`config.mk`:
```
export PLATFORM = sky130hd
export DESIGN_NAME = rfr_exec
export DESIGN_NICKNAME = d
export VERILOG_FILES = /design/src/verilog/rfr_pkg.sv /design/src/verilog/rfr_exec.sv
export SDC_FILE = /design/constraint.sdc
export NUM_CORES = 1
export LEC_CHECK = 0
export ABC_AREA = 0
export BUFFER_PORTS_ARGS = -buffer_cell sky130_fd_sc_hd__buf_2
export CAP_MARGIN = 20
export CORE_UTILIZATION = 40
export DETAILED_ROUTE_END_ITERATION = 16
export PLACE_DENSITY = 0.68
export SLEW_MARGIN = 10
export SYNTH_ARGS = -nofsm -noshare
export SYNTH_HDL_FRONTEND = slang
export SYNTH_SLANG_ARGS = --single-unit
```
`constraint.sdc`:
```
create_clock -name clk_i -period 7.6 [get_ports clk_i]
set_input_delay 0.38 -clock clk_i [delete_from_list [all_inputs] [get_ports clk_i]]
set_output_delay 0.38 -clock clk_i [all_outputs]
set_load 0.01 [all_outputs]
```
`src/verilog/rfr_pkg.sv`:
```
/*
  rfr_pkg: constants for the register-file-read micro-instruction
  executor: opcode groups and variants, field positions, timing.
  Assumes a 16-bit micro-instruction with bit 15 the first
  (most significant) bit of the printed format.
*/
package rfr_pkg;
  localparam int WORD_W = 16;
  localparam int XF_W = 5;
  // opcode: class group in the top nibble, variant in next two bits
  localparam int GRP_HI = 15;
  localparam int GRP_LO = 12;
  localparam int VAR_HI = 11;
  localparam int VAR_LO = 10;
  localparam int XF_LO = 0;
  // link status sits in printed bit 1 of the micro-program counter
  localparam int LINK_BIT = 14;
  localparam logic [3:0] GRP_RFW = 4'h1;
  localparam logic [3:0] GRP_SUM = 4'h2;
  localparam logic [3:0] GRP_LOGIC = 4'h4;
  localparam logic [3:0] GRP_LDB = 4'h6;
  localparam logic [3:0] GRP_LBL = 4'h7;
  localparam logic [3:0] GRP_LDA = 4'hD;
  localparam logic [1:0] VAR_0 = 2'h0;
  localparam logic [1:0] VAR_1 = 2'h1;
  localparam logic [1:0] VAR_2 = 2'h2;
  localparam logic [1:0] VAR_3 = 2'h3;
  localparam logic [WORD_W-1:0] ZERO_W = 16'h0000;
  // timing in ns at the 100 ns minor cycle
  localparam int CLK_NS = 100;
  localparam int EXEC_NS = 100;
  localparam int SETTLE_NS = 100;
  localparam int EXEC_CYC = (EXEC_NS + CLK_NS - 1) / CLK_NS;
  localparam int SETTLE_CYC = (SETTLE_NS + CLK_NS - 1) / CLK_NS;
  typedef enum logic [3:0] {
    CLS_RF_READ,
    CLS_RF_WRITE,
    CLS_RF_READ_MS,
    CLS_RF_WRITE_MS,
    CLS_IMMEDIATE,
    CLS_SHIFT,
    CLS_BIT_SENSE,
    CLS_SKIP,
    CLS_BRANCH,
    CLS_CONTROL
  } rfr_class_type;
endpackage
```
`src/verilog/rfr_exec.sv`:
```
/*
  rfr_exec: decodes each micro-instruction into its class, executes
  the register-file-read class (feeder loads, forced carry), the sum
  that consumes the feeders, and flags branches caused by writes to
  the micro-program counter by GRP_RFW (group 1) words only.
  Assumes the register file decodes the X-field straight from
  instr_i and returns rf_rdata_i in the same cycle; pc_i is the
  micro-program counter from the sequencer on the same clock.
*/
`timescale 1ns/100ps
module rfr_exec #(
  parameter logic [rfr_pkg::XF_W-1:0] PMU_ADDR = 5'h01
) (
  // clock and reset
  input wire logic clk_i,
  input wire logic srst_i,
  // sequencer
  input wire logic instr_valid_i,
  input wire logic [rfr_pkg::WORD_W-1:0] instr_i,
  input wire logic [rfr_pkg::WORD_W-1:0] pc_i,
  output logic instr_ready_o,
  output logic done_o,
  output rfr_pkg::rfr_class_type class_o,
  output logic branch_o,
  output logic ms_start_o,
  // register file
  input wire logic [rfr_pkg::WORD_W-1:0] rf_rdata_i,
  // feeders and alu
  output logic [rfr_pkg::WORD_W-1:0] feed_a_o,
  output logic [rfr_pkg::WORD_W-1:0] feed_b_o,
  output logic forced_carry_reg_o,
  output logic [rfr_pkg::WORD_W-1:0] sum_o,
  output logic sum_valid_o,
  output logic link_o,
  output logic ovf_o
);

  // refused at elaboration: the hold logic covers exactly one cycle
  if (rfr_pkg::EXEC_CYC != 1 || rfr_pkg::SETTLE_CYC != 1) begin : g_timing
    $error("rfr_exec serves only one-cycle execute and settle");
  end

  typedef enum logic {ST_RUN, ST_HOLD} rfr_state_type;

  function automatic rfr_pkg::rfr_class_type classify(
    input logic [3:0] grp
  );
    rfr_pkg::rfr_class_type c;
    c = rfr_pkg::CLS_CONTROL;
    case (grp)
      4'h1, 4'h2, 4'h4: c = rfr_pkg::CLS_RF_WRITE;
      4'h3: c = rfr_pkg::CLS_RF_READ_MS;
      4'h5: c = rfr_pkg::CLS_RF_WRITE_MS;
      4'h6, 4'h7, 4'hD: c = rfr_pkg::CLS_RF_READ;
      4'h8, 4'hE, 4'hF: c = rfr_pkg::CLS_IMMEDIATE;
      4'h9: c = rfr_pkg::CLS_SHIFT;
      4'hA: c = rfr_pkg::CLS_BIT_SENSE;
      4'hB: c = rfr_pkg::CLS_SKIP;
      4'hC: c = rfr_pkg::CLS_BRANCH;
      default: c = rfr_pkg::CLS_CONTROL;
    endcase
    return c;
  endfunction

  rfr_state_type state_r, state_nxt;
  logic ready_r, done_r, branch_r, ms_start_r, settle_r;
  logic fcr_r, sum_valid_r, link_r, ovf_r;
  // held compare must not produce a sum, so remember the held variant
  logic hold_sum_op_r;
  logic [rfr_pkg::WORD_W-1:0] feed_a_r, feed_b_r, sum_r;
  logic [rfr_pkg::WORD_W-1:0] feed_a_nxt, feed_b_nxt;
  logic fcr_nxt;
  rfr_pkg::rfr_class_type class_r;

  // decode
  wire logic accept = instr_valid_i & ready_r;
  wire logic [3:0] grp = instr_i[rfr_pkg::GRP_HI:rfr_pkg::GRP_LO];
  wire logic [1:0] vari = instr_i[rfr_pkg::VAR_HI:rfr_pkg::VAR_LO];
  wire logic [rfr_pkg::XF_W-1:0] xfield =
    instr_i[rfr_pkg::XF_LO +: rfr_pkg::XF_W];
  wire rfr_pkg::rfr_class_type cls = classify(grp);
  wire logic op_la = grp == rfr_pkg::GRP_LDA && vari == rfr_pkg::VAR_0;
  wire logic op_lac = grp == rfr_pkg::GRP_LDA && vari == rfr_pkg::VAR_1;
  wire logic op_lab = grp == rfr_pkg::GRP_LDA && vari == rfr_pkg::VAR_2;
  wire logic op_cla = grp == rfr_pkg::GRP_LDA && vari == rfr_pkg::VAR_3;
  wire logic op_lb = grp == rfr_pkg::GRP_LDB && vari == rfr_pkg::VAR_0;
  wire logic op_lbc = grp == rfr_pkg::GRP_LDB && vari == rfr_pkg::VAR_1;
  wire logic op_lbl = grp == rfr_pkg::GRP_LBL && vari == rfr_pkg::VAR_3;
  wire logic feed_load = op_la | op_lac | op_lab | op_cla | op_lb |
    op_lbc | op_lbl;
  wire logic sum_cls = grp == rfr_pkg::GRP_SUM;
  wire logic sum_op = sum_cls &&
    (vari == rfr_pkg::VAR_0 || vari == rfr_pkg::VAR_1);
  // clear, store-A, store-B and logical product: 1,0..1,3
  wire logic pmu_write = grp == rfr_pkg::GRP_RFW && xfield == PMU_ADDR;
  // a sum right behind a feeder load must wait for the alu
  wire logic must_hold = accept & sum_cls & settle_r;
  wire logic hold_sum = state_r == ST_HOLD;
  wire logic do_sum = (accept & sum_op & ~settle_r) |
    (hold_sum & hold_sum_op_r);

  // alu: both feeders plus forced carry
  wire logic [rfr_pkg::WORD_W:0] sum_ext =
    {1'b0, feed_a_r} + {1'b0, feed_b_r} +
    {{rfr_pkg::WORD_W{1'b0}}, fcr_r};
  wire logic sum_ovf =
    (feed_a_r[rfr_pkg::WORD_W-1] == feed_b_r[rfr_pkg::WORD_W-1]) &&
    (sum_ext[rfr_pkg::WORD_W-1] != feed_a_r[rfr_pkg::WORD_W-1]);

  // feeder next values; unlisted opcodes leave feeders alone
  always_comb begin
    feed_a_nxt = feed_a_r;
    feed_b_nxt = feed_b_r;
    fcr_nxt = fcr_r;
    if (accept) begin
      if (op_la) begin
        feed_a_nxt = rf_rdata_i;
      end else if (op_lac) begin
        feed_a_nxt = ~rf_rdata_i;
        fcr_nxt = 1'b1;
      end else if (op_lb) begin
        feed_b_nxt = rf_rdata_i;
        fcr_nxt = 1'b0;
      end else if (op_lbc) begin
        feed_b_nxt = ~rf_rdata_i;
        fcr_nxt = 1'b1;
      end else if (op_lab) begin
        feed_a_nxt = rf_rdata_i;
        feed_b_nxt = rf_rdata_i;
        fcr_nxt = 1'b0;
      end else if (op_cla) begin
        feed_a_nxt = rfr_pkg::ZERO_W;
        feed_b_nxt = rf_rdata_i;
        fcr_nxt = 1'b1;
      end else if (op_lbl) begin
        feed_b_nxt = rf_rdata_i;
        fcr_nxt = pc_i[rfr_pkg::LINK_BIT];
      end
    end
  end

  always_comb begin
    state_nxt = state_r;
    case (state_r)
      ST_RUN: if (must_hold) state_nxt = ST_HOLD;
      ST_HOLD: state_nxt = ST_RUN;
      default: state_nxt = ST_RUN;
    endcase
  end

  always_ff @(posedge clk_i) begin
    if (srst_i) begin
      state_r <= ST_RUN;
      feed_a_r <= rfr_pkg::ZERO_W;
      feed_b_r <= rfr_pkg::ZERO_W;
      fcr_r <= 1'b0;
    end else begin
      state_r <= state_nxt;
      feed_a_r <= feed_a_nxt;
      feed_b_r <= feed_b_nxt;
      fcr_r <= fcr_nxt;
    end
  end

  always_ff @(posedge clk_i) begin
    if (srst_i) begin
      ready_r <= 1'b0;
      done_r <= 1'b0;
      settle_r <= 1'b0;
      class_r <= rfr_pkg::CLS_CONTROL;
      branch_r <= 1'b0;
      ms_start_r <= 1'b0;
    end else begin
      // ready drops only for the settle cycle of a held GRP_SUM word (sum or compare)
      ready_r <= ~must_hold;
      done_r <= (accept & ~must_hold) | hold_sum;
      settle_r <= accept & feed_load;
      if (accept) class_r <= cls;
      branch_r <= accept & pmu_write;
      // no class handled here starts a storage cycle
      ms_start_r <= 1'b0;
    end
  end

  always_ff @(posedge clk_i) begin
    if (srst_i) begin
      sum_r <= rfr_pkg::ZERO_W;
      sum_valid_r <= 1'b0;
      link_r <= 1'b0;
      ovf_r <= 1'b0;
      hold_sum_op_r <= 1'b0;
    end else begin
      sum_valid_r <= do_sum;
      if (must_hold) hold_sum_op_r <= sum_op;
      if (do_sum) begin
        sum_r <= sum_ext[rfr_pkg::WORD_W-1:0];
        link_r <= sum_ext[rfr_pkg::WORD_W];
        ovf_r <= sum_ovf;
      end
    end
  end

  assign instr_ready_o = ready_r;
  assign done_o = done_r;
  assign class_o = class_r;
  assign branch_o = branch_r;
  assign ms_start_o = ms_start_r;
  assign feed_a_o = feed_a_r;
  assign feed_b_o = feed_b_r;
  assign forced_carry_reg_o = fcr_r;
  assign sum_o = sum_r;
  assign sum_valid_o = sum_valid_r;
  assign link_o = link_r;
  assign ovf_o = ovf_r;

  // checks
  property p_law;
    @(posedge clk_i) disable iff (srst_i)
    accept && op_la |=> feed_a_o == $past(rf_rdata_i) && done_o;
  endproperty
  a_law: assert property (p_law) else $error("load A wrong");

  property p_lac;
    @(posedge clk_i) disable iff (srst_i)
    accept && op_lac |=> feed_a_o == ~$past(rf_rdata_i) &&
      forced_carry_reg_o;
  endproperty
  a_lac: assert property (p_lac) else $error("load A compl wrong");

  property p_lb;
    @(posedge clk_i) disable iff (srst_i)
    accept && op_lb |=> feed_b_o == $past(rf_rdata_i) &&
      !forced_carry_reg_o && $stable(feed_a_o);
  endproperty
  a_lb: assert property (p_lb) else $error("load B wrong");

  property p_lbc;
    @(posedge clk_i) disable iff (srst_i)
    accept && op_lbc |=> feed_b_o == ~$past(rf_rdata_i) &&
      forced_carry_reg_o;
  endproperty
  a_lbc: assert property (p_lbc) else $error("load B compl wrong");

  property p_lab;
    @(posedge clk_i) disable iff (srst_i)
    accept && op_lab |=> feed_a_o == feed_b_o &&
      feed_a_o == $past(rf_rdata_i) && !forced_carry_reg_o;
  endproperty
  a_lab: assert property (p_lab) else $error("load A and B wrong");

  property p_cla;
    @(posedge clk_i) disable iff (srst_i)
    accept && op_cla |=> feed_a_o == rfr_pkg::ZERO_W &&
      feed_b_o == $past(rf_rdata_i) && forced_carry_reg_o;
  endproperty
  a_cla: assert property (p_cla) else $error("clear A wrong");

  property p_lbl;
    @(posedge clk_i) disable iff (srst_i)
    accept && op_lbl |=>
      forced_carry_reg_o == $past(pc_i[rfr_pkg::LINK_BIT]) &&
      feed_b_o == $past(rf_rdata_i);
  endproperty
  a_lbl: assert property (p_lbl) else $error("link carry wrong");

  property p_branch;
    @(posedge clk_i) disable iff (srst_i)
    accept && grp == rfr_pkg::GRP_RFW |=> branch_o == $past(pmu_write);
  endproperty
  a_branch: assert property (p_branch) else $error("branch wrong");

  property p_hold;
    @(posedge clk_i) disable iff (srst_i)
    accept && feed_load ##1 accept && sum_op |=>
      !instr_ready_o && !sum_valid_o ##1 sum_valid_o && done_o;
  endproperty
  a_hold: assert property (p_hold) else $error("sum not held");

  property p_sum;
    @(posedge clk_i) disable iff (srst_i)
    do_sum |=> sum_o == $past(feed_a_o) + $past(feed_b_o) +
      {{(rfr_pkg::WORD_W-1){1'b0}}, $past(forced_carry_reg_o)};
  endproperty
  a_sum: assert property (p_sum) else $error("sum wrong");

  property p_noms;
    @(posedge clk_i) disable iff (srst_i)
    accept && cls == rfr_pkg::CLS_RF_READ |=> !ms_start_o;
  endproperty
  a_noms: assert property (p_noms) else $error("storage started");

  c_hold: cover property (@(posedge clk_i) disable iff (srst_i)
    accept && feed_load ##1 must_hold);
  c_fast: cover property (@(posedge clk_i) disable iff (srst_i)
    accept && sum_op && !settle_r);
  c_branch: cover property (@(posedge clk_i) disable iff (srst_i)
    branch_o);
  c_lbl: cover property (@(posedge clk_i) disable iff (srst_i)
    accept && op_lbl && pc_i[rfr_pkg::LINK_BIT]);

endmodule // rfr_exec

```
==> results of run 1 <==
cell families (layout without fill, tap and decap cells):
kind of cell / Yosys count / after routing / synth area share (%)
flops: 62 / 62 / 36.4
simple gates: 110 / 110 / 15.5
buf+inv: 32 / 112 / 4.84
fa+ha+maj: 17 / 17 / 6.67
mux: 18 / 18 / 5.86
compound gates: 105 / 105 / 23.0
other cells: 1 / 1 / 0.110
xor+xnor: 30 / 30 / 7.70
critical path: cells and delay by family (launching register included):
family          cells  cell delay (ns)
compound gates      4             1.08
fa+ha+maj           2             0.93
flops               1             0.34
mux                 1             0.22
simple gates        1             0.08
stage by stage:
stage / hold slack, ns / total power (W) / util [%]
2_1_floorplan: 0.467 / 0.000384 / -
4_1_cts: 0.268 / 0.000678 / 49.1
3_5_place_dp: 0.437 / 0.000405 / 46.8
3_3_place_gp: 0.438 / 0.000404 / 46.6
6_report: 0.279 / 0.000675 / 49.4
5_1_grt: 0.296 / 0.000700 / 49.4
flip-flops by register name, summed over array words and instances, names as in the netlist, 4 cells and up:
register	flops
feed_b_o	16
feed_a_o	16
sum_o	16
class_o	4
cell type report:
type / count / area share [%]
Multi-Input combinational cell: 281 / 49.3
Sequential cell: 62 / 30.4
Tap cell: 105 / 3.22
Timing Repair Buffer: 91 / 11.8
Clock buffer: 12 / 4.05
Clock inverter: 4 / 0.736
Inverter: 5 / 0.460
path summary, 6_finish.rpt:
kind,from,to,cells after the start
worst max-delay path,feed_a_o[0],sum_o[14],8
worst min-delay path,instr_i[3],branch_o,3
worst max register to register,feed_a_o[0],sum_o[14],8
worst min register to register,sum_o[1],sum_o[1],2
power groups by stage:
stage	clock network [W]	registers, W	logic (W)
2_1_floorplan	0	0.000342	0.0000423
3_3_place_gp	0	0.000340	0.0000636
3_5_place_dp	0	0.000340	0.0000649
4_1_cts	0.000281	0.000333	0.0000651
5_1_grt	0.000293	0.000333	0.0000733
6_report	0.000275	0.000333	0.0000663
layer usage:
metal	vias up	track usage (%)	part of all wire [%]
li1	1507	-	-
met1	1314	27.2	51
met2	70	27.7	42
met3	15	2.98	4.3
met4	0	10.0	2.8
met5	-	0	0
cells in the final DEF, fill, tap and decap left out, types with 8 or more instances in the layout:
cell	n
xnor2_1	22
ha_1	15
clkbuf_8	12
a211oi_1	42
xor2_1	8
nor2_1	48
dfxtp_1	62
mux2_2	16
a21oi_1	19
buf_2	89
nand2_1	27
o21ai_0	9
==> results.yml, run 1 <==
flow_run:
  cap_viol_max_count: 0
sta:
  fin_crit_sh_pct: 36.5
  fmax_mhz: 361
  fin_skew_ns: 0.0129
  layout_setup_ws_ns: 4.83
  slew_headroom_pct: 33.1
  tightest_slew_ns: 1.00
  hold_viol: 0
  rsz0062_at_grt: "no"
  final-setup-viol-count: 0
  setup_tns_ns: 0
  maxSlewViolCount: 0
  fin_crit_ns: 2.77
logic_synthesis:
  synth-edff-count: 0
  synth_area_leaders: "dfxtp_1, a211oi_1, xnor2_1, ha_1, nor2_1"
  synth_top_cell_area_share_pct: 36.4
  synth_area_um2: 3410
  yosysUniqueCellTypes: 54
  syn_area_per_cell_um2: 9.11
  synth_top_cells_by_count: "dfxtp_1, nor2_1, a211oi_1"
  yosysSeqAreaShare_pct: 36.4
  ys_warn_count: 0
  async_flop_share_pct: 0
  synth_top_area_cell: "dfxtp_1"
  synthFlopType: "dfxtp_1"
  yosys_register_bits: 62
  syn-num-nets: 443
  synth.most_common_cell: "dfxtp_1"
  syn_inst: 375
floorplanning:
  die_w_um: 94.4
  start_util_pct: 41.3
  ios: 111
  die_height_um: 94.4
  dieArea_um2: 8910
  core-area_um2: 8260
  rows: 33
clock_tree:
  htree_levels: 3
  cts.sinks: 62
  clkTransAtPathRegs_ns: 0.07
  hold_buffers: 0
  cts_setup_buffers: 0
  post_cts_resized: 0
  cts_tree: "yes"
  cts_root_buf: "clkbuf_8"
  clkLatencyLatePin_ns: 0.34
  clock_path_buffers: 2
  numCtsBuffers: 9
route:
  route.detailed.drc: 0
  drtIter0Drc: 139
  detail_route.wl_per_cell_um: 14.6
  dr.pass1.iters: 4
  antenna_left: 0
  vias: 2906
  drt_wl_total_um: 8200
  vias_per_cell: 5.19
grt:
  grt-ovfl-total: 0
  grt_pass1_vias: 2654
  grt_usage_pct: 19.1
  grt_max_degree: 64
  grt_pass1_wl_um: 13300
  antenna_found_initial: 0
cells_and_area:
  finalNetCount: 518
  syn_to_final_growth_pct: 19.4
  final_cell_area_um2: 4080
  multi_input_area_um2: 2010
  fill_cells: 828
  seq_area_um2: 1240
  final_cells: 560
  drive_gt1_share_pct: 29.2
  antennaDiodeCount: 0
worst_hold_path:
  min_path_type: "in2reg"
critical_path:
  startpoint_type: "register"
  crit_chain: "fa_1 > fa_1 > a21o_1 > a21oi_1 > o21ai_0 > a41oi_1 > mux2i_1 > nand3_1"
  cpMostUsedCell: "fa_1"
  required_ns: 7.83
  r2r_slack_ns: 4.83
  cp_max_fo: 4
  worst_ep_arrival_time_ns: 3.00
  cpPeakStageDelay_ns: 0.50
  setup.worst_path.class: "reg2reg"
  critPathSlowestCell: "fa_1"
  endpoint_kind: "register"
power:
  peakVddDrop_mv: 0.0699
  p_leak_nw: 1.70
  pwr-share-clk_pct: 40.8
  p_int_w: 0.000504
  power_per_cell_area_nw_per_um2: 165
  netSwitchingPower_w: 0.000171
  p_seq_share_pct: 49.3
  power_frac_comb_pct: 9.8
  p_sw_share_pct: 25.4
run_status:
  status: "finished, final reports clean"
place:
  pre_cts_ws_ns: 4.85
  postPlaceCellArea_um2: 3860
  finalWeightedCongestion: 0.802
  dpl.cell_count: 543
  port_buffers: 89
  hpwlAfterDp_um: 6040
Note: power is estimated with default switching activity, not from simulation.
==> inputs of run 2 (changes only) <==
Clock period 7.6 ns to 2.9 ns, I/O delays scaled along.
==> run 2 against run 1 <==
Largest cell class unchanged. Sequential share of layout area down 0.12 points. Clock-buffer cell count up 1. Final area up 0.40%. Sequential power rose to 2.6 times the previous value. Maximum frequency up 5.6%. Global-route usage up 0.20 points. Hold slack worse by 0.23 ns. Clock skew about the same. First-iteration DRC count down 19%. Setup slack worse by 4.6 ns. Register-to-register slack worse by 4.6 ns.
==> results.yml, run 2 (synthesized netlist as in run 1, its figures left out) <==
run_status:
  status: "finished, final reports clean"
sta:
  fmax_mhz: 381
  fin_crit_sh_pct: 90.6
  maxSlewViolCount: 0
  setup_tns_ns: 0
  hold_viol: 0
  slew_headroom_pct: 51.4
  rsz0062_at_grt: "no"
  final-setup-viol-count: 0
  fin_skew_ns: 0.0125
  tightest_slew_ns: 0.727
  fin_crit_ns: 2.63
  hold_slack_ns: 0.0516
flow_run:
  cap_viol_max_count: 0
cells_and_area:
  final_cells: 564
  finalNetCount: 522
  drive_gt1_share_pct: 29.4
  antennaDiodeCount: 0
  finish.utilization_pct: 49.6
  final_cell_mix: "buf_2, dfxtp_1, nor2_1, a211oi_1, nand2_1"
  multi_input_area_um2: 2010
  seq_area_um2: 1240
  fill_cells: 844
  final_cell_area_um2: 4090
  syn_to_final_growth_pct: 19.9
  layout_commonest_cell: "buf_2"
clock_tree:
  cts_root_buf: "clkbuf_8"
  cts_tree: "yes"
  clkTransAtPathRegs_ns: 0.07
  htree_levels: 3
  cts.sinks: 62
  clkLatencyLatePin_ns: 0.34
  hold_buffers: 0
  clock_path_buffers: 2
  cts_setup_buffers: 0
  numCtsBuffers: 9
  post_cts_resized: 0
route:
  detail_route.wl_per_cell_um: 14.7
  antenna_left: 0
  top_layer_used: "met4"
  dr_wl_met3_um: 344
  vias: 2957
  dr.pass1.iters: 4
  drt_wl_total_um: 8300
  drtIter0Drc: 113
  dr_wl_met2_um: 3630
  route.detailed.drc: 0
  wl_met1_um: 4110
  vias_per_cell: 5.24
floorplanning:
  die_w_um: 94.4
  dieArea_um2: 8910
  ios: 111
  rows: 33
  core-area_um2: 8260
  die_height_um: 94.4
  start_util_pct: 41.3
grt:
  grt_pass1_wl_um: 13300
  grt_usage_pct: 19.3
  antenna_found_initial: 0
  grt_max_degree: 38
  grt-ovfl-total: 0
  grt_pass1_vias: 2703
worst_hold_path:
  min_path_type: "in2reg"
  min_path_cells: 3
place:
  port_buffers: 89
  postPlaceCellArea_um2: 3890
  hpwlAfterDp_um: 6140
  dpl.cell_count: 548
  finalWeightedCongestion: 0.848
power:
  p_leak_nw: 1.73
  power_per_cell_area_nw_per_um2: 443
  peakVddDrop_mv: 0.244
critical_path:
  critPathSlowestCell: "fa_1"
  cpMostUsedCell: "fa_1"
  cp_max_fo: 4
  worst_ep_arrival_time_ns: 2.85
  setup.worst_path.class: "reg2reg"
  crit_chain: "fa_1 > fa_1 > a21o_1 > a21oi_1 > o21ai_0 > a41oi_1 > mux2i_1 > nand3_1"
  required_ns: 3.13
  cpPeakStageDelay_ns: 0.49
  startpoint_type: "register"
  reg2reg_depth: 8
  endpoint_kind: "register"
==> run 2: changes by cell type in the layout (fill, tap and decap cells not counted) <==
cell	delta
buf_4	+6
clkinvlp_4	-3
clkbuf_1	+2
buf_12	-1
buf_8	-1
bufinv_16	+1
clkbuf_8	-1
clkinv_2	+1
==> run 2: area by class of cell <==
| cell class | instances | share of cell area (%) |
|---|---|---|
| Multi-Input combinational cell | 281 | 49.1 |
| Sequential cell | 62 | 30.3 |
| Timing Repair Buffer | 95 | 12.0 |
| Clock buffer | 13 | 3.88 |
| Tap cell | 105 | 3.21 |
| Clock inverter | 3 | 1.04 |
| Inverter | 5 | 0.458 |
==> run 2: final timing paths <==
check               from   endpoint  slack, ns
min           instr_i[3]   branch_o       0.05
min reg2reg     sum_o[3]   sum_o[3]       0.45
max reg2reg  feed_a_o[0]  sum_o[14]       0.27
max          feed_a_o[0]  sum_o[14]       0.27
==> run 2: metrics by stage <==
step,worst slack (ns),power [W]
global route,0.0444,0.00188
floorplan,0.396,0.00101
global placement,0.307,0.00106
finish,0.273,0.00182
detailed placement,0.286,0.00106
CTS,0.268,0.00183
==> run 2: layer usage <==
layer / vias up / track usage [%]
li1: 1519 / -
met1: 1354 / 27.1
met2: 68 / 28.1
met3: 16 / 3.70
met4: 0 / 9.74
met5: - / 0
==> run 2: critical path: cells and delay by family (launching register included) <==
kind / cells / cell delay, ns
adders and majority gates: 2 / 0.92
muxes: 1 / 0.22
AOI/OAI and AO/OA: 4 / 0.96
DFF: 1 / 0.34
and+or+nand+nor: 1 / 0.08
==> run 2: power by group <==
part / total, W / internal (W) / switching (W)
registers: 0.000873 / 0.000864 / 0.00000923
clock network: 0.000771 / 0.000443 / 0.000328
logic: 0.000171 / 0.0000748 / 0.0000965
total: 0.00182 / 0.00138 / 0.000434
